`src/srtmc_defs.vh`:
```
// How it works
// - in external sample mode every strobe rising edge yields one baseband sample pulse
// - the sample pulse follows the strobe edge after the synchroniser delay
// - one cycle after the sample pulse the dump filters move into the matched filter
// - manual detect fires only with detect enable set and the OR of inputs rising
// - detect pin and software detect bit are ORed; rising OR triggers detect
// - second baseband pulse after a detect edge moves correlations to the demodulator
// - abort pin and software abort bit are ORed; rising OR triggers an abort
// - second baseband pulse after abort edge stops burst, clears burst counters
// - burst counters stay idle after abort until preamble or manual detect
// - in internal sample mode the baseband pulse comes from a programmable divider
// - low oscillator enable holds the oscillator in reset and drops its frequency word
// - oscillator enable pin ORed with software bit; fall resets it the next cycle
// - rising transmit enable starts one preamble symbol, then data symbols
// - transmit enable pin ORed with software bit; fall resets transmit path next cycle
// - rising receive enable puts the receiver into acquisition mode
// - receive enable pin ORed with software bit; fall starts a six cycle reset
// - receiver power-down clears the test output select, no other register
// - frequency word lands six edges after a load edge; repeats meanwhile are ignored
`ifndef SRTMC_DEFS_VH
`define SRTMC_DEFS_VH

// register indices, byte address is four times the index
`define SRTMC_IDX_FREQ_CMD   6'h00
`define SRTMC_IDX_SAMPLE_CFG 6'h01
`define SRTMC_IDX_DIVIDER    6'h02
`define SRTMC_IDX_FREQ_WORD  6'h10
`define SRTMC_IDX_DET_EN     6'h30
`define SRTMC_IDX_SW_DET     6'h31
`define SRTMC_IDX_SW_ABORT   6'h32
`define SRTMC_IDX_POWER      6'h37
`define SRTMC_IDX_TEST_SEL   6'h38
`define SRTMC_IDX_STATUS     6'h3f

// field positions
`define SRTMC_BIT_EXT_SAMPLE 0
`define SRTMC_BIT_OSC_EN     0
`define SRTMC_BIT_TX_EN      1
`define SRTMC_BIT_RX_EN      2
`define SRTMC_DIV_HI         5

// reset values and fixed codes
`define SRTMC_RST_BYTE       8'h00
`define SRTMC_RST_POWER      3'h0
`define SRTMC_DIV_RST        6'h01
`define SRTMC_TEST_SEL_MF    8'h00
`define SRTMC_TEST_SEL_STAT  8'h01
`define SRTMC_RD_PAD         24'h000000

// timing counts in IF clock cycles or baseband pulses
`define SRTMC_RX_RST_CYCLES  3'd6
`define SRTMC_FL_CYCLES      3'd6
`define SRTMC_BB_EDGES       2'd2

// synchronised pin slots
`define SRTMC_NPINS          7
`define SRTMC_PIN_SAMPLE     0
`define SRTMC_PIN_DET        1
`define SRTMC_PIN_ABORT      2
`define SRTMC_PIN_OSC        3
`define SRTMC_PIN_TX         4
`define SRTMC_PIN_RX         5
`define SRTMC_PIN_FLOAD      6

`endif

```
`src/srtmc_pin_sync.v`:
```
`timescale 1ns/1ps
`default_nettype none

module srtmc_pin_sync (
  // clock and reset
  input  wire pclk,
  input  wire presetn,
  // pin and clean level
  input  wire pin,
  output reg  level
);

  reg ff1;
  reg ff2;
  reg ff3;

  // first stage feeds only the second; agreement of 2 and 3 filters glitches
  always @(posedge pclk or negedge presetn) begin
    if (!presetn) begin
      ff1   <= 1'b0;
      ff2   <= 1'b0;
      ff3   <= 1'b0;
      level <= 1'b0;
    end else begin
      ff1 <= pin;
      ff2 <= ff1;
      ff3 <= ff2;
      if (ff2 == ff3) begin
        level <= ff3;
      end
    end
  end

endmodule // srtmc_pin_sync

`default_nettype wire

```
`src/srtmc_tick_delay.v`:
```
`timescale 1ns/1ps
`include "srtmc_defs.vh"
`default_nettype none

module srtmc_tick_delay (
  // clock and reset
  input  wire pclk,
  input  wire presetn,
  // event and baseband tick
  input  wire start,
  input  wire tick,
  output reg  done
);

  reg [1:0] cnt;

  // a new event restarts the wait; a tick in the same cycle is not counted
  always @(posedge pclk or negedge presetn) begin
    if (!presetn) begin
      cnt  <= 2'd0;
      done <= 1'b0;
    end else begin
      done <= 1'b0;
      if (start) begin
        cnt <= `SRTMC_BB_EDGES;
      end else if (tick && (cnt != 2'd0)) begin
        cnt <= cnt - 2'd1;
        done <= (cnt == 2'd1);
      end
    end
  end

endmodule // srtmc_tick_delay

`default_nettype wire

```
`src/srtmc_top.v`:
```
// Register access over APB and the register offsets were decided locally.
`timescale 1ns/1ps
`include "srtmc_defs.vh"
`default_nettype none

module srtmc_top (
  // clock and reset
  input  wire        pclk,
  input  wire        presetn,
  // apb slave
  input  wire        psel,
  input  wire        penable,
  input  wire        pwrite,
  input  wire [7:0]  paddr,
  input  wire [31:0] pwdata,
  input  wire [3:0]  pstrb,
  output reg  [31:0] prdata,
  output reg         pready,
  output reg         pslverr,
  // outside control pins
  input  wire        ext_baseband_sample_strobe,
  input  wire        ext_symbol_detect_strobe,
  input  wire        ext_burst_abort,
  input  wire        osc_enable_in,
  input  wire        tx_enable_in,
  input  wire        rx_enable_in,
  input  wire        freq_load_strobe,
  // datapath feedback
  input  wire        preamble_detect,
  input  wire        tx_symbol_end,
  input  wire [7:0]  mf_iq_in,
  // receive timing
  output reg         baseband_sample_pulse,
  output reg         if_dump_transfer,
  output wire        demod_transfer,
  output wire        burst_abort_pulse,
  output reg         counters_active,
  output reg         rx_acquire_mode,
  output reg         rx_enabled,
  output reg         rx_datapath_reset,
  // oscillator
  output reg         osc_reset,
  output reg  [7:0]  osc_freq_word,
  output reg         osc_word_loaded,
  // transmit
  output reg         tx_datapath_reset,
  output reg         tx_start,
  output reg         tx_preamble,
  output reg         tx_data_phase,
  // test bus
  output reg  [7:0]  test_output_bus
);

  localparam TX_IDLE     = 2'b00;
  localparam TX_PREAMBLE = 2'b01;
  localparam TX_DATA     = 2'b10;

  //////////////////////////////////////////////////////////////////////////////
  // control registers

  reg        freq_cmd;
  reg        ext_sample_mode;
  reg [5:0]  divider;
  reg [7:0]  freq_word;
  reg        det_enable;
  reg        sw_detect;
  reg        sw_abort;
  reg [2:0]  power_ctl;
  reg [7:0]  test_sel;

  //////////////////////////////////////////////////////////////////////////////
  // internal state

  reg [`SRTMC_NPINS-1:0] prev_eff;
  reg [5:0]              div_cnt;
  reg [2:0]              rx_rst_cnt;
  reg [2:0]              fl_cnt;
  reg [1:0]              tx_state;
  reg [1:0]              next_tx_state;
  reg [7:0]              next_rd;
  reg                    next_err;

  wire [`SRTMC_NPINS-1:0] pin_raw;
  wire [`SRTMC_NPINS-1:0] lvl;
  wire [`SRTMC_NPINS-1:0] eff;
  wire [`SRTMC_NPINS-1:0] rise;
  wire [`SRTMC_NPINS-1:0] fall;
  wire [5:0]              idx;
  wire                    setup;
  wire                    wr;
  wire                    div_tick;
  wire                    bb_tick;
  wire                    det_fire;
  wire                    fl_busy;
  wire [7:0]              status;

  //////////////////////////////////////////////////////////////////////////////
  // pin synchronisers

  assign pin_raw[`SRTMC_PIN_SAMPLE] = ext_baseband_sample_strobe;
  assign pin_raw[`SRTMC_PIN_DET]    = ext_symbol_detect_strobe;
  assign pin_raw[`SRTMC_PIN_ABORT]  = ext_burst_abort;
  assign pin_raw[`SRTMC_PIN_OSC]    = osc_enable_in;
  assign pin_raw[`SRTMC_PIN_TX]     = tx_enable_in;
  assign pin_raw[`SRTMC_PIN_RX]     = rx_enable_in;
  assign pin_raw[`SRTMC_PIN_FLOAD]  = freq_load_strobe;

  genvar gi;
  generate
    for (gi = 0; gi < `SRTMC_NPINS; gi = gi + 1) begin : g_sync
      srtmc_pin_sync u_sync (
        .pclk    (pclk),
        .presetn (presetn),
        .pin     (pin_raw[gi]),
        .level   (lvl[gi])
      );
    end
  endgenerate

  //////////////////////////////////////////////////////////////////////////////
  // effective controls: pins except the sample strobe ORed with software bit, then edges

  assign eff[`SRTMC_PIN_SAMPLE] = lvl[`SRTMC_PIN_SAMPLE];
  assign eff[`SRTMC_PIN_DET]    = lvl[`SRTMC_PIN_DET] | sw_detect;
  assign eff[`SRTMC_PIN_ABORT]  = lvl[`SRTMC_PIN_ABORT] | sw_abort;
  assign eff[`SRTMC_PIN_OSC]    = lvl[`SRTMC_PIN_OSC] | power_ctl[`SRTMC_BIT_OSC_EN];
  assign eff[`SRTMC_PIN_TX]     = lvl[`SRTMC_PIN_TX] | power_ctl[`SRTMC_BIT_TX_EN];
  assign eff[`SRTMC_PIN_RX]     = lvl[`SRTMC_PIN_RX] | power_ctl[`SRTMC_BIT_RX_EN];
  assign eff[`SRTMC_PIN_FLOAD]  = lvl[`SRTMC_PIN_FLOAD] | freq_cmd;

  assign rise = eff & ~prev_eff;
  assign fall = ~eff & prev_eff;

  always @(posedge pclk or negedge presetn) begin
    if (!presetn) begin
      prev_eff <= {`SRTMC_NPINS{1'b0}};
    end else begin
      prev_eff <= eff;
    end
  end

  //////////////////////////////////////////////////////////////////////////////
  // baseband sample timing

  // divider period is value plus one; values below one are meaningless
  assign div_tick = (div_cnt == 6'h00);
  assign bb_tick  = ext_sample_mode ? rise[`SRTMC_PIN_SAMPLE] : div_tick;

  always @(posedge pclk or negedge presetn) begin
    if (!presetn) begin
      div_cnt               <= 6'h00;
      baseband_sample_pulse <= 1'b0;
      if_dump_transfer      <= 1'b0;
    end else begin
      if (div_tick) begin
        div_cnt <= divider;
      end else begin
        div_cnt <= div_cnt - 6'h01;
      end
      baseband_sample_pulse <= bb_tick;
      if_dump_transfer      <= baseband_sample_pulse;
    end
  end

  //////////////////////////////////////////////////////////////////////////////
  // manual detect and abort, counted in baseband pulses

  assign det_fire = det_enable & rise[`SRTMC_PIN_DET];

  srtmc_tick_delay u_det_delay (
    .pclk    (pclk),
    .presetn (presetn),
    .start   (det_fire),
    .tick    (baseband_sample_pulse),
    .done    (demod_transfer)
  );

  srtmc_tick_delay u_abort_delay (
    .pclk    (pclk),
    .presetn (presetn),
    .start   (rise[`SRTMC_PIN_ABORT]),
    .tick    (baseband_sample_pulse),
    .done    (burst_abort_pulse)
  );

  // reactivation beats the abort when both land together
  always @(posedge pclk or negedge presetn) begin
    if (!presetn) begin
      counters_active <= 1'b0;
      rx_acquire_mode <= 1'b1;
    end else begin
      if (preamble_detect || demod_transfer) begin
        counters_active <= 1'b1;
      end else if (burst_abort_pulse) begin
        counters_active <= 1'b0;
      end
      if (burst_abort_pulse || rise[`SRTMC_PIN_RX]) begin
        rx_acquire_mode <= 1'b1;
      end else if (preamble_detect) begin
        rx_acquire_mode <= 1'b0;
      end
    end
  end

  //////////////////////////////////////////////////////////////////////////////
  // receiver power-down

  always @(posedge pclk or negedge presetn) begin
    if (!presetn) begin
      rx_enabled        <= 1'b0;
      rx_rst_cnt        <= 3'd0;
      rx_datapath_reset <= 1'b0;
    end else begin
      rx_enabled <= eff[`SRTMC_PIN_RX];
      if (fall[`SRTMC_PIN_RX]) begin
        rx_rst_cnt        <= `SRTMC_RX_RST_CYCLES - 3'd1;
        rx_datapath_reset <= 1'b1;
      end else if (rx_rst_cnt != 3'd0) begin
        rx_rst_cnt <= rx_rst_cnt - 3'd1;
      end else begin
        rx_datapath_reset <= 1'b0;
      end
    end
  end

  //////////////////////////////////////////////////////////////////////////////
  // oscillator enable and frequency load

  assign fl_busy = (fl_cnt != 3'd0);

  always @(posedge pclk or negedge presetn) begin
    if (!presetn) begin
      osc_reset       <= 1'b1;
      fl_cnt          <= 3'd0;
      osc_freq_word   <= `SRTMC_RST_BYTE;
      osc_word_loaded <= 1'b0;
    end else begin
      osc_reset <= ~eff[`SRTMC_PIN_OSC];
      if (!eff[`SRTMC_PIN_OSC]) begin
        // word is lost on power-down, software has to load it again
        fl_cnt          <= 3'd0;
        osc_freq_word   <= `SRTMC_RST_BYTE;
        osc_word_loaded <= 1'b0;
      end else if (rise[`SRTMC_PIN_FLOAD] && !fl_busy) begin
        fl_cnt <= `SRTMC_FL_CYCLES - 3'd1;
      end else if (fl_busy) begin
        fl_cnt <= fl_cnt - 3'd1;
        if (fl_cnt == 3'd1) begin
          osc_freq_word   <= freq_word;
          osc_word_loaded <= 1'b1;
        end
      end
    end
  end

  //////////////////////////////////////////////////////////////////////////////
  // transmit sequence

  always @* begin
    next_tx_state = tx_state;
    case (tx_state)
      TX_IDLE: begin
        if (rise[`SRTMC_PIN_TX]) begin
          next_tx_state = TX_PREAMBLE;
        end
      end
      TX_PREAMBLE: begin
        if (!eff[`SRTMC_PIN_TX]) begin
          next_tx_state = TX_IDLE;
        end else if (tx_symbol_end) begin
          next_tx_state = TX_DATA;
        end
      end
      TX_DATA: begin
        if (!eff[`SRTMC_PIN_TX]) begin
          next_tx_state = TX_IDLE;
        end
      end
      default: begin
        next_tx_state = TX_IDLE;
      end
    endcase
  end

  always @(posedge pclk or negedge presetn) begin
    if (!presetn) begin
      tx_state          <= TX_IDLE;
      tx_datapath_reset <= 1'b1;
      tx_start          <= 1'b0;
      tx_preamble       <= 1'b0;
      tx_data_phase     <= 1'b0;
    end else begin
      tx_state          <= next_tx_state;
      tx_datapath_reset <= ~eff[`SRTMC_PIN_TX];
      tx_start          <= rise[`SRTMC_PIN_TX];
      tx_preamble       <= (next_tx_state == TX_PREAMBLE);
      tx_data_phase     <= (next_tx_state == TX_DATA);
    end
  end

  //////////////////////////////////////////////////////////////////////////////
  // apb slave: one wait-free access, answer prepared in the setup cycle

  assign idx   = paddr[7:2];
  assign setup = psel & ~penable;
  assign wr    = psel & penable & pready & pwrite & pstrb[0];

  assign status = {1'b0, fl_busy, osc_word_loaded, counters_active,
                   rx_acquire_mode, tx_state, rx_enabled};

  always @* begin
    next_rd  = `SRTMC_RST_BYTE;
    next_err = 1'b0;
    if (idx == `SRTMC_IDX_FREQ_CMD) begin
      next_rd = {7'h00, freq_cmd};
    end else if (idx == `SRTMC_IDX_SAMPLE_CFG) begin
      next_rd = {7'h00, ext_sample_mode};
    end else if (idx == `SRTMC_IDX_DIVIDER) begin
      next_rd = {2'h0, divider};
    end else if (idx == `SRTMC_IDX_FREQ_WORD) begin
      next_rd = freq_word;
    end else if (idx == `SRTMC_IDX_DET_EN) begin
      next_rd = {7'h00, det_enable};
    end else if (idx == `SRTMC_IDX_SW_DET) begin
      next_rd = {7'h00, sw_detect};
    end else if (idx == `SRTMC_IDX_SW_ABORT) begin
      next_rd = {7'h00, sw_abort};
    end else if (idx == `SRTMC_IDX_POWER) begin
      next_rd = {5'h00, power_ctl};
    end else if (idx == `SRTMC_IDX_TEST_SEL) begin
      next_rd = test_sel;
    end else if (idx == `SRTMC_IDX_STATUS) begin
      next_rd = status;
    end else begin
      next_err = 1'b1;
    end
  end

  always @(posedge pclk or negedge presetn) begin
    if (!presetn) begin
      pready  <= 1'b0;
      pslverr <= 1'b0;
      prdata  <= {`SRTMC_RD_PAD, `SRTMC_RST_BYTE};
    end else begin
      pready <= setup;
      if (setup) begin
        pslverr <= next_err;
        prdata  <= {`SRTMC_RD_PAD, next_rd};
      end
    end
  end

  // register writes; receiver power-down clear of the test select wins
  always @(posedge pclk or negedge presetn) begin
    if (!presetn) begin
      freq_cmd        <= 1'b0;
      ext_sample_mode <= 1'b0;
      divider         <= `SRTMC_DIV_RST;
      freq_word       <= `SRTMC_RST_BYTE;
      det_enable      <= 1'b0;
      sw_detect       <= 1'b0;
      sw_abort        <= 1'b0;
      power_ctl       <= `SRTMC_RST_POWER;
      test_sel        <= `SRTMC_TEST_SEL_MF;
    end else begin
      if (wr && (idx == `SRTMC_IDX_FREQ_CMD)) begin
        freq_cmd <= pwdata[0];
      end
      if (wr && (idx == `SRTMC_IDX_SAMPLE_CFG)) begin
        ext_sample_mode <= pwdata[`SRTMC_BIT_EXT_SAMPLE];
      end
      if (wr && (idx == `SRTMC_IDX_DIVIDER)) begin
        divider <= pwdata[`SRTMC_DIV_HI:0];
      end
      if (wr && (idx == `SRTMC_IDX_FREQ_WORD)) begin
        freq_word <= pwdata[7:0];
      end
      if (wr && (idx == `SRTMC_IDX_DET_EN)) begin
        det_enable <= pwdata[0];
      end
      if (wr && (idx == `SRTMC_IDX_SW_DET)) begin
        sw_detect <= pwdata[0];
      end
      if (wr && (idx == `SRTMC_IDX_SW_ABORT)) begin
        sw_abort <= pwdata[0];
      end
      if (wr && (idx == `SRTMC_IDX_POWER)) begin
        power_ctl <= pwdata[2:0];
      end
      if (fall[`SRTMC_PIN_RX]) begin
        test_sel <= `SRTMC_TEST_SEL_MF;
      end else if (wr && (idx == `SRTMC_IDX_TEST_SEL)) begin
        test_sel <= pwdata[7:0];
      end
    end
  end

  //////////////////////////////////////////////////////////////////////////////
  // test output bus, undefined selections read zero

  always @(posedge pclk or negedge presetn) begin
    if (!presetn) begin
      test_output_bus <= `SRTMC_RST_BYTE;
    end else if (test_sel == `SRTMC_TEST_SEL_MF) begin
      test_output_bus <= mf_iq_in;
    end else if (test_sel == `SRTMC_TEST_SEL_STAT) begin
      test_output_bus <= status;
    end else begin
      test_output_bus <= `SRTMC_RST_BYTE;
    end
  end

endmodule // srtmc_top

`default_nettype wire

```
`config.mk`:
```
export PLATFORM = sky130hd
export DESIGN_NAME = srtmc_top
export DESIGN_NICKNAME = d
export VERILOG_FILES = /design/src/srtmc_pin_sync.v /design/src/srtmc_tick_delay.v /design/src/srtmc_top.v
export VERILOG_INCLUDE_DIRS = /design/src /design/src/src
export SDC_FILE = /design/constraint.sdc
export NUM_CORES = 1
export LEC_CHECK = 0
export ABC_CLOCK_PERIOD_IN_PS = 1400
export BUFFER_PORTS_ARGS = -buffer_cell sky130_fd_sc_hd__clkbuf_2
export CAP_MARGIN = 20
export CORE_MARGIN = 2
export CORE_UTILIZATION = 48
export DETAILED_ROUTE_END_ITERATION = 7
export PLACE_DENSITY = 0.76
export SETUP_SLACK_MARGIN = 0.1
export SKIP_LAST_GASP = 1
export SYNTH_ARGS = -nofsm -noshare
export SYNTH_HDL_FRONTEND = slang
export SYNTH_SLANG_ARGS = --single-unit
```
`constraint.sdc`:
```
create_clock -name pclk -period 1.4 [get_ports pclk]
set_input_delay 0.14 -clock pclk [delete_from_list [all_inputs] [get_ports pclk]]
set_output_delay 0.14 -clock pclk [all_outputs]
set_load 0.02 [all_outputs]
```
# ---- Word level (Yosys, flattened, before mapping)
# Index checks and enable logic that the tools add are counted.
dict set report word_totals {
  out_inout_bits 64
  word_cells 204
  register_bits 123
}
dict set report op_classes {
  addsub 5
  n_bitwise 19
  eq_ne 29
  n_reduce_logical 30
  n_mux 58
}
# operator n
set ops {}
lappend ops {{8-bit two-way mux} 16}
lappend ops {{6-bit == test, second input constant} 6}
lappend ops {{1-bit two-way mux} 25}
lappend ops {{2-bit two-way mux} 8}
lappend ops {{2-bit nonzero test} 8}
lappend ops {{3-bit two-way mux} 5}
lappend ops {{7-bit two-way mux} 2}
lappend ops {{1-bit logical AND} 12}
lappend ops {{6-bit zero test} 2}
lappend ops {{2-bit by 1-bit == test with 1-bit output, second input constant} 4}
lappend ops {{8-bit by 1-bit == test with 1-bit output, second input constant} 1}
lappend ops {{8-bit zero test} 1}
lappend ops {{7-bit bitwise AND} 1}
lappend ops {{1-bit == test} 7}
lappend ops {{7-bit inverter} 1}
lappend ops {{1-bit bitwise AND} 6}
lappend ops {{6-bit bitwise AND} 1}
lappend ops {{6-bit by 1-bit == test with 1-bit output, second input constant} 1}
lappend ops {{6-bit by 2-bit == test with 1-bit output, second input constant} 1}
lappend ops {{6-bit by 5-bit == test with 1-bit output, second input constant} 1}
lappend ops {{6-bit two-way mux} 1}
lappend ops {{6-bit inverter} 1}
lappend ops {{1-bit bitwise OR} 6}
lappend ops {{2-bit case mux with 3 select lines} 1}
lappend ops {{14 further kinds} 23}

# ---- Logic depth before layout (Yosys ltp)
# Gate-level depths: netlist of run 1.
dict set report depth {
  depth_word 11
  mapped_depth 7
}

# ---- Modules after synthesis
# A second synthesis of run 1 with hierarchy kept.
dict set report hier_totals {
  hier_cells 472
  hier_area_um2 5277.6
}
# mod cells_per_inst area_each_um2 n_inst
set by_module_without_submodules {}
lappend by_module_without_submodules {srtmc_top 407 4145.2 1}
lappend by_module_without_submodules {srtmc_pin_sync 5 111.4 7}
lappend by_module_without_submodules {srtmc_tick_delay 15 176.4 2}

# ---- Worst setup path after synthesis of run 1
# No wires, ideal clock.
dict set report synth_path {
  kind {register -> register}
  from {register pready}
  to {register sw_abort}
  path_stages_with_launch 6
  required_ns 1.275
  arrival_ns 1.532
  path_slack_ns -0.257
  path_cell_list {dfrtp_1 nand3_1 nor2_1 nand2_1 nor4b_1 mux2_2}
}
dict set report synth_between {
  elab_chain_cells 4
}
# item line_no
set synth_lines {}
lappend synth_lines {{start, declared} srtmc_top.v:18} ;# output reg pready,
lappend synth_lines {{start signal, assigned} srtmc_top.v:345} ;# pready <= setup;
lappend synth_lines {{1-bit bitwise AND (3 in a row)} srtmc_top.v:306} ;# assign wr = psel & penable & pready & pwrite & pstrb[0];
lappend synth_lines {{1-bit logical AND} srtmc_top.v:384} ;# if (wr && (idx == `SRTMC_IDX_SW_ABORT)) begin
lappend synth_lines {{end signal, assigned} srtmc_top.v:385} ;# sw_abort <= pwdata[0];
lappend synth_lines {{end, declared} srtmc_top.v:67} ;# reg sw_abort;
# Every way passes these cells.
# A chain may end at the register's enable or synchronous reset.

# ---- Worst setup path in the final report of run 1
dict set report layout_path {
  from {register pready}
  to {register freq_cmd}
}
dict set report layout_between {
  elab_chain_cells 4
}
# item line_no
set layout_lines {}
lappend layout_lines {{1-bit bitwise AND (3 in a row)} srtmc_top.v:306}
lappend layout_lines {{1-bit logical AND} srtmc_top.v:366} ;# if (wr && (idx == `SRTMC_IDX_FREQ_CMD)) begin
lappend layout_lines {{end signal, assigned} srtmc_top.v:367} ;# freq_cmd <= pwdata[0];
lappend layout_lines {{end, declared} srtmc_top.v:61} ;# reg freq_cmd;
# Every way passes these cells.

==> metrics, run 1 <==
CP endpoint kind flip-flop; Placed Cells 695; Core ar. 0.01037 mm²; Port Buf Inserts 76; Die H 107.7 µm; Vias 4008; Arr. time, crit path 1.82 ns; Clock Pin Slew Worst Setup and Hold Paths 0.06 ns; DRT Pass-1 Iters 6; hold path startpoint psel; GRT Util Overall 21.77%; post-synth top area share 56.71%; clk_lat worst skew 0.51 ns; Final Skew 0.01101 ns; CP max FO 6; Hold Path Class in2reg; Buffers & Inverters on Critical Path 1; asr flop ratio synth 100.0%; minimum clock period 1.431 ns; mapped cell area 0.005162 mm²; initial antenna violation count 0; Primary FF master, synth dfrtp_1; Syn Inst Count 462; Core Util, Final 67.00%; design area 0.006948 mm²; post-route ant nets 0; Switch Pwr 3.085 mW; Cell variety after synth 49; Critical Path Slowest Stage Cell dfrtp_2; reg2reg setup slack -0.03 ns; Root Driver clkbuf_8; Boundary Pins 130; Pwr per Cell Area 1519 mW/mm²; H-tree levels 4; DR WL/cell 15.84 µm; fmax 698.9 MHz; worst reg2reg path depth 6; Startpoint Class flip-flop; Worst path top cell family by delay simple AND/OR/NAND/NOR gates; FF-to-FF Start pready; width of the die 107.7 µm; first-pass GRT wire length 19.25 mm; largest net degree at the start of global routing 90; row count 37; CP cell instances nand3_2 > nor2_4 > buf_4 > nand2_1 > nor2_1 > mux2_2; number of synthesized flops with an enable pin 0; vias per cell 5.253; Synth Area per Inst 11.17 µm²; clock sink count 121; # DRC 0; Yosys warnings 0; Critical path origin pready; Clock Power Share 39.5%; worst stage delay on the critical path 0.37 ns; P_int 7.473 mW; Final Max Tran Viols 0; CTS tree done; GPL Wtd Cong 0.8839; vias in the first global route 3889; Hold Vio Cnt, Final 0; number of buffers on the longest clock path 2; switching share of total power 29.22%; Worst Path Required 1.79 ns; Crit Reg-Reg Endpoint freq_cmd; largest area contributor in the netlist dfrtp_1; fin crit share 102.2%; Worst Hold Depth 3; share of cells above drive strength 1 34.13%; layout net count 691; failing checks negative setup slack; placed cell area 0.005862 mm²; grt total ovfl 0; hold slack 0.03161 ns; WL final 12.09 mm; largest cells by area after synthesis dfrtp_1, mux2_2, buf_4, nand2_1, nor2_1; endpoints failing setup 2; total die area 0.01160 mm²; VDD IR max 0.0007203 V; RSZ-0062 raised after global routing yes; Post-DP HPWL 8.124 mm; Hold EP pready; CTS Buf Count 17; DR iter-0 viols 202; Reg power frac 39.9%; status complete, but fails checks; Setup Crit Path Kind reg2reg; Initial Utilization 49.78%; max-cap violations 0; non-filler instance count after layout 763; LEAKAGE 3.372 nW; Inserted Diodes 0; post-route setup TNS -0.03637 ns; Setup WS post-layout -0.03073 ns; Yosys reg bits 121; area grow syn2layout 34.59%; Seq/Total Area, Yosys 58.75%; combinational power share 20.6%
## state kept, by name (all words and copies together), names as in the netlist, 2 cells and up
register,flops
g_sync.u_sync.ff2,7
prdata,8
test_output_bus,8
g_sync.u_sync.level,7
osc_freq_word,8
test_sel,8
prev_eff,6
div_cnt,6
u_det_delay.cnt,2
g_sync.u_sync.ff3,7
freq_word,8
fl_cnt,3
rx_rst_cnt,3
power_ctl,3
divider,6
g_sync.u_sync.ff1,7
tx_state,2
u_abort_delay.cnt,2
## logic make-up after synthesis
| group | count (synthesis) | share of synthesized area, % |
|---|---|---|
| AOI/OAI and AO/OA | 74 | 8.968 |
| xor gates and xnor gates | 8 | 1.357 |
| adders and majority gates | 18 | 4.023 |
| buffers and inverters | 58 | 6.447 |
| DFF | 121 | 58.75 |
| muxes | 28 | 5.962 |
| other | 1 | 0.07264 |
| and+or+nand+nor | 154 | 14.42 |
## worst min-delay path, delay by kind of cell
family | cells | cell delay, ns
AND/OR/NAND/NOR | 1 | 0.12
buffers and inverters | 2 | 0.23
## worst max-delay path by stage
stage	end	slack, ns	cells past startpoint
2_1_floorplan	sw_abort	-0.03	5
3_3_place_gp	freq_word[0]	-0.13	5
3_5_place_dp	freq_word[7]	-0.18	5
4_1_cts	sw_abort	-0.01	5
5_1_grt	freq_cmd	-0.09	6
6_report	freq_cmd	-0.03	6
## cells in the final DEF (no fill, tap or decap), drive strengths merged, types with 7 or more instances in the layout
cell type / count
mux2: 22
nand3: 15
dlygate4sd3: 25
dfrtp: 117
xnor2: 7
nand2b: 10
nand2: 51
o21ai: 16
ha: 11
inv: 21
maj3: 7
nor2: 44
conb: 24
a21oi: 32
buf: 52
clkbuf: 88
## synth_stat cells, types with 7 or more instances
cell type  count
nor2_1        44
a21oi_1       32
ha_1          11
buf_4         28
o21ai_0       16
mux2_2        22
nand3_1       15
nand2b_1      10
dfrtp_1      117
maj3_1         7
nand2_1       50
inv_1         20
xnor2_1        7
clkbuf_1       7
## power groups by stage
stage | registers (mW) | logic (mW) | clock network [mW]
2_1_floorplan | 4.27 | 1.13 | 0
3_3_place_gp | 4.21 | 1.64 | 0
3_5_place_dp | 4.23 | 1.74 | 0
4_1_cts | 4.19 | 1.91 | 4.22
5_1_grt | 4.26 | 2.41 | 4.43
6_report | 4.21 | 2.17 | 4.17
## routing by layer
layer | vias to the layer above | GRT usage [%] | part of all wire [%]
met3 | 26 | 5.206 | 6.9
met1 | 1967 | 29.27 | 43
met2 | 165 | 34.41 | 48
met4 | 0 | 8.150 | 2.2
met5 | - | 0 | 0
li1 | 1850 | - | -
## what timing repair did
item	in CTS	in global routing
pin swaps	2	14
resized for setup	20	29
hold endpoints to repair	158	0
hold buffers	25	0
endpoints found under the setup margin	47	64
cloned	0	1
setup buffers	3	7
## final cells by class
type                       instances  area (µm²)
inverter                          20       75.07
sequential                       121        3038
timing repair buffer             147        1055
clock buffer                      18       427.9
tap                              136       170.2
fill                             777        3422
multi-input combinational        307        2032
clock inverter                    14       150.1
## stage by stage
stage | worst slack (ns) | power, mW
after floorplan | -0.03482 | 5.408
after global placement | -0.1266 | 5.841
after detailed placement | -0.1833 | 5.971
after CTS | -0.01437 | 10.32
after global routing | -0.09225 | 11.09
final | -0.03073 | 10.56
(Power assumes the default switching activity.)
==> run 2, diff against run 1 <==
--- a/config.mk
+++ b/config.mk
@@ -6,6 +6,7 @@
 export SDC_FILE = /design/constraint.sdc
 export NUM_CORES = 1
 export LEC_CHECK = 0
+export ABC_AREA = 1
 export ABC_CLOCK_PERIOD_IN_PS = 1400
 export BUFFER_PORTS_ARGS = -buffer_cell sky130_fd_sc_hd__clkbuf_2
 export CAP_MARGIN = 20
==> run 2 against run 1 <==
The flow still finishes with violations (negative setup slack). Cell area shrank 1.1%. Critical path depth increased by 5. Utilization is 0.75 points lower. Fmax shrank 0.70%. Non-clock buffer count shrank 18. First-iteration DRC count increased by 43%. Via count rose by 4.2%. Clock power grew 1%. Count of clock-buffer cells in the layout is 3 higher. Hold slack lost 0.0095 ns. Synthesized area about the same.
==> metrics, run 2 <==
most frequent cells in the layout dfrtp_1, clkbuf_2, nand2_1, inv_1, o21ai_0; status complete, but fails checks; CP endpoint kind flip-flop; DR iter-0 viols 288; Syn Inst Count 523; Buffers & Inverters on Critical Path 4; mapped cell area 0.005160 mm²; row count 37; GRT Util Overall 22.38%; non-filler instance count after layout 813; H-tree levels 4; most numerous cell in the Yosys netlist dfrtp_1; number of synthesized flops with an enable pin 0; asr flop ratio synth 100.0%; clk_lat worst skew 0.51 ns; largest area contributor in the netlist dfrtp_1; fill cell total of the finished layout 780; Core ar. 0.01037 mm²; LEAKAGE 3.345 nW; DRT Pass-1 Iters 5; failing checks negative setup slack; Final Max Tran Viols 0; worst stage delay on the critical path 0.38 ns; Synth Area per Inst 9.866 µm²; Setup Crit Path Kind reg2reg; Inserted Diodes 0; DR WL/cell 15.16 µm; area grow syn2layout 33.15%; pre-CTS setup slack -0.05385 ns; Pwr per Cell Area 1528 mW/mm²; first-pass GRT wire length 19.98 mm; Vias 4177; number of buffers on the longest clock path 2; Critical Path Slowest Stage Cell dfrtp_1; fin crit share 102.9%; hold slack 0.02214 ns; CTS Buf Count 17; GPL Wtd Cong 0.8965; Yosys warnings 0; Initial Utilization 49.76%; largest net degree at the start of global routing 43; CP cell instances inv_2 > ha_4 > inv_4 > nor2_4 > inv_2 > nor3_4 > nor2_4 > nand2_2 > inv_2 > nand2_2 > o21ai_2; RSZ-0062 raised after global routing yes; Post-DP HPWL 8.357 mm; layout net count 742; post-synth top area share 56.74%; minimum clock period 1.441 ns; CP max FO 3; Worst Path Required 1.79 ns; Boundary Pins 130; grt total ovfl 0; max-cap violations 0; width of the die 107.7 µm; Root Driver clkbuf_8; Core Util, Final 66.25%; Hold Path Class in2reg; endpoints failing setup 2; Primary FF master, synth dfrtp_1; VDD IR max 0.0009555 V; WL final 12.33 mm; clock sink count 121; commonest non-fill, non-tap cell in the layout dfrtp_1; fmax 694.0 MHz; Placed Cells 751; Yosys reg bits 121; Arr. time, crit path 1.83 ns; Setup WS post-layout -0.04085 ns; vias in the first global route 4313; Hold Vio Cnt, Final 0; Final Skew 0.005927 ns; most used cell, CP inv_2; Die H 107.7 µm; vias per cell 5.138; Port Buf Inserts 76; share of cells above drive strength 1 28.51%; Startpoint Class flip-flop; Clock Pin Slew Worst Setup and Hold Paths 0.05 ns; largest cells by area after synthesis dfrtp_1, nand2_1, inv_1, o21ai_0, buf_4; initial antenna violation count 0; total die area 0.01160 mm²; top cells by count, synth dfrtp_1, nand2_1, inv_1; Worst path top cell family by delay simple AND/OR/NAND/NOR gates; # DRC 0; Cell variety after synth 42; post-route ant nets 0; Seq/Total Area, Yosys 58.78%; CTS tree done
-- run 2: report_power, final --
group	leakage, nW	internal, mW	switching, mW
clock network	0.291	2.77	1.46
logic	1.53	0.896	1.27
registers	1.52	3.87	0.236
-- run 2: final timing paths --
path                                 startpoint                    to  slack, ns  depth (start not counted)
setup / recovery                      fl_cnt[0]             fl_cnt[0]      -0.04                         11
hold reg to reg            g_sync[2].u_sync.ff1  g_sync[2].u_sync.ff2       0.35                          0
min in group asynchronous               presetn    test_output_bus[1]       0.05                          2
max in group asynchronous               presetn       rx_acquire_mode       0.74                          3
hold / removal                         paddr[2]       ext_sample_mode       0.02                          3
setup reg to reg                      fl_cnt[0]             fl_cnt[0]      -0.04                         11
-- run 2: area by class of cell --
| cell class | count | area, µm² | area share [%] |
|---|---|---|---|
| Timing Repair Buffer | 129 | 904.6 | 13.17 |
| Tap cell | 136 | 170.2 | 2.477 |
| Inverter | 70 | 267.8 | 3.897 |
| Clock inverter | 10 | 125.1 | 1.821 |
| Multi-Input combinational cell | 326 | 1921 | 27.95 |
| Clock buffer | 21 | 449.2 | 6.538 |
| Sequential cell | 121 | 3033 | 44.14 |
-- run 2: repair_timing --
item                       CTS  global route
setup endpoints to repair   17            52
gates resized for setup     22            42
gates cloned                 0             1
hold endpoints to repair   157             0
hold buffers                27             0
buffers inserted             2             1
pin swaps                    6            14
-- run 2: kinds of logic after synthesis --
family          Yosys count  synth area share [%]
buf+inv                  99                 9.117
xor+xnor                  5                0.8487
other cells               1               0.07268
simple gates            184                 16.97
flops                   121                 58.78
compound gates           95                 10.18
fa+ha+maj                18                 4.025
-- run 2: worst register-to-register path: cells and delay by family, from the launching register on --
family,cells,cell delay (ns)
flip-flops,1,0.38
AO/OA/AOI/OAI,1,0.05
AND/OR/NAND/NOR,5,0.48
buffers and inverters,4,0.26
adder cells (fa/ha/maj),1,0.15
-- run 2: per-stage QoR --
step	power, mW	TNS, ns	cell area (µm²)
after global routing	11.05	-0.2898	6870
after detailed placement	5.782	-0.05385	5789
after global placement	5.686	0	5789
after floorplan	5.195	0	5254
final	10.50	-0.07072	6870
after CTS	10.29	-0.1649	6719
-- run 2: metal layers --
layer | vias to the layer above | GRT usage, % | wire length [µm]
met5 | - | 0 | 0
met1 | 2003 | 27.34 | 4912
li1 | 1958 | - | -
met3 | 37 | 6.780 | 936
met2 | 179 | 37.60 | 6128
met4 | 0 | 7.875 | 349
==> run 3, diff against run 2 <==
--- a/config.mk
+++ b/config.mk
@@ -8,12 +8,13 @@
 export LEC_CHECK = 0
 export ABC_AREA = 1
 export ABC_CLOCK_PERIOD_IN_PS = 1400
-export BUFFER_PORTS_ARGS = -buffer_cell sky130_fd_sc_hd__clkbuf_2
 export CAP_MARGIN = 20
-export CORE_MARGIN = 2
-export CORE_UTILIZATION = 48
+export CORE_MARGIN = 1.5
+export CORE_UTILIZATION = 57
 export DETAILED_ROUTE_END_ITERATION = 7
-export PLACE_DENSITY = 0.76
+export DONT_BUFFER_PORTS = 1
+export GPL_ROUTABILITY_DRIVEN = 0
+export PLACE_DENSITY = 0.75
 export SETUP_SLACK_MARGIN = 0.1
 export SKIP_LAST_GASP = 1
 export SYNTH_ARGS = -nofsm -noshare
==> run 3 against run 2 <==
The run ends with negative hold slack, negative setup slack left. Cell area down 6.2%. Highest routed layer unchanged. Largest cell class unchanged. Routed wire length fell by 1.4%. Critical path type unchanged. Combinational power decreased by 23%.
==> metrics, run 3 (synthesis results as in run 2) <==
CTS Buf Count 17; number of buffers on the longest clock path 2; Post-DP HPWL 7.634 mm; # DRC 0; Root Driver clkbuf_8; width of the die 98.15 µm; post-route ant nets 0; share of cells above drive strength 1 17.46%; DRT Pass-1 Iters 7; DR WL/cell 17.00 µm; Clock Pin Slew Worst Setup and Hold Paths 0.05 ns; Hold Buf Count CTS 33; Startpoint Class flip-flop; clk_lat worst skew 0.52 ns; Placed Cells 645; Setup WS post-layout -0.04669 ns; VDD IR max 0.001016 V; CP cell instances inv_2 > ha_4 > inv_2 > nor2_4 > inv_2 > nor3_4 > nor2_1 > nand2_1 > buf_4 > o32ai_1; Initial Utilization 58.88%; grt total ovfl 0; Die H 98.15 µm; Worst path top cell family by delay simple AND/OR/NAND/NOR gates; most used cell, CP inv_2; failing checks negative hold slack, negative setup slack; fmax 691.2 MHz; commonest non-fill, non-tap cell in the layout dfrtp_1; Worst Path Required 1.79 ns; Hold Path Class in2async; minimum clock period 1.447 ns; CP max FO 3; hold slack -0.6793 ns; Pwr per Cell Area 1639 mW/mm²; Final Max Tran Viols 0; CTS tree done; initial antenna violation count 0; DR iter-0 viols 215; RSZ-0062 raised after global routing yes; Hold Vio Cnt, Final 122; vias in the first global route 4082; Vias 3960; total die area 0.009632 mm²; vias per cell 5.538; non-filler instance count after layout 715; Port Buf Inserts 0; fin crit share 103.3%; status complete, but fails checks; most frequent cells in the layout dfrtp_1, nand2_1, inv_1, nor2_1, o21ai_0; WL final 12.15 mm; largest net degree at the start of global routing 122; Critical Path Slowest Stage Cell dfrtp_1; Inserted Diodes 0; Buffers & Inverters on Critical Path 4; endpoints failing setup 3; Core ar. 0.008763 mm²; Arr. time, crit path 1.84 ns; LEAKAGE 3.019 nW; CP endpoint kind flip-flop; clock sink count 121; row count 34; GRT Util Overall 26.20%; max-cap violations 0; Boundary Pins 130; Final Skew 0.008957 ns; Setup Crit Path Kind reg2reg; H-tree levels 4; layout net count 671; worst stage delay on the critical path 0.38 ns; first-pass GRT wire length 19.55 mm; pre-CTS setup slack -0.1970 ns; area grow syn2layout 24.93%
[run 3: changes by cell type in the layout (fill, tap and decap cells not counted), moves of 3 or more]
cell,before,now
nand2_1,70,73
clkbuf_2,72,0
o21ai_1,13,19
o21ai_0,39,36
clkinv_2,7,4
buf_8,3,0
o21ai_2,3,0
dlygate4sd3_1,27,33
nand2_4,4,1
[run 3: through the flow]
step | instance area, µm² | util, % | TNS (ns) | power, mW | hold WS [ns]
2_1_floorplan | 5254 | - | 0 | 5.195 | -0.1556
3_3_place_gp | 5331 | 60.84 | 0 | 5.454 | -0.1527
3_5_place_dp | 5331 | 60.84 | -0.3573 | 5.570 | -0.1528
4_1_cts | 6370 | 72.69 | -0.3251 | 10.51 | -0.6892
5_1_grt | 6446 | 73.56 | -0.4455 | 10.97 | -0.6916
6_report | 6446 | 73.56 | -0.1089 | 10.57 | -0.6793
[run 3: final timing paths]
kind | start | endpoint | slack (ns) | depth (start not counted)
worst max-delay path | fl_cnt[0] | fl_cnt[1] | -0.05 | 10
worst min-delay path | presetn | tx_start | -0.68 | 0
worst max register to register | fl_cnt[0] | fl_cnt[1] | -0.05 | 10
worst min register to register | g_sync[2].u_sync.ff1 | g_sync[2].u_sync.ff2 | 0.35 | 0
max in group asynchronous | presetn | divider[0] | 1.82 | 0
min in group pclk | pstrb[0] | freq_cmd | -0.02 | 3
[run 3: layer usage]
metal	vias up	share of wire, %	global-route usage [%]
met5	-	0	0
met4	0	2.0	11.27
met3	26	8.7	8.089
met2	187	50	43.08
met1	1923	39	32.19
li1	1824	-	-
[run 3: what timing repair did]
| action | CTS | global route |
|---|---|---|
| setup buffers | 3 | 2 |
| resized for setup | 16 | 25 |
| hold endpoints to repair | 175 | 121 |
| pin swaps | 5 | 6 |
| endpoints found under the setup margin | 26 | 50 |
[run 3: cell type report]
| type | count | area [µm²] |
|---|---|---|
| clock inverters | 9 | 170.2 |
| flip-flops and latches | 121 | 3033 |
| inverters | 70 | 267.8 |
| multi-input cells | 326 | 1856 |
| well taps | 108 | 135.1 |
| clock buffers | 23 | 466.7 |
| fillers | 585 | 2317 |
| repair buffers | 58 | 518.0 |
[run 3: power breakdown]
| part | leakage (nW) | switching, mW | internal [mW] |
|---|---|---|---|
| combinational | 1.18 | 0.959 | 0.710 |
| sequential | 1.52 | 0.331 | 3.87 |
| clock | 0.316 | 1.49 | 3.20 |
| total | 3.02 | 2.78 | 7.78 |
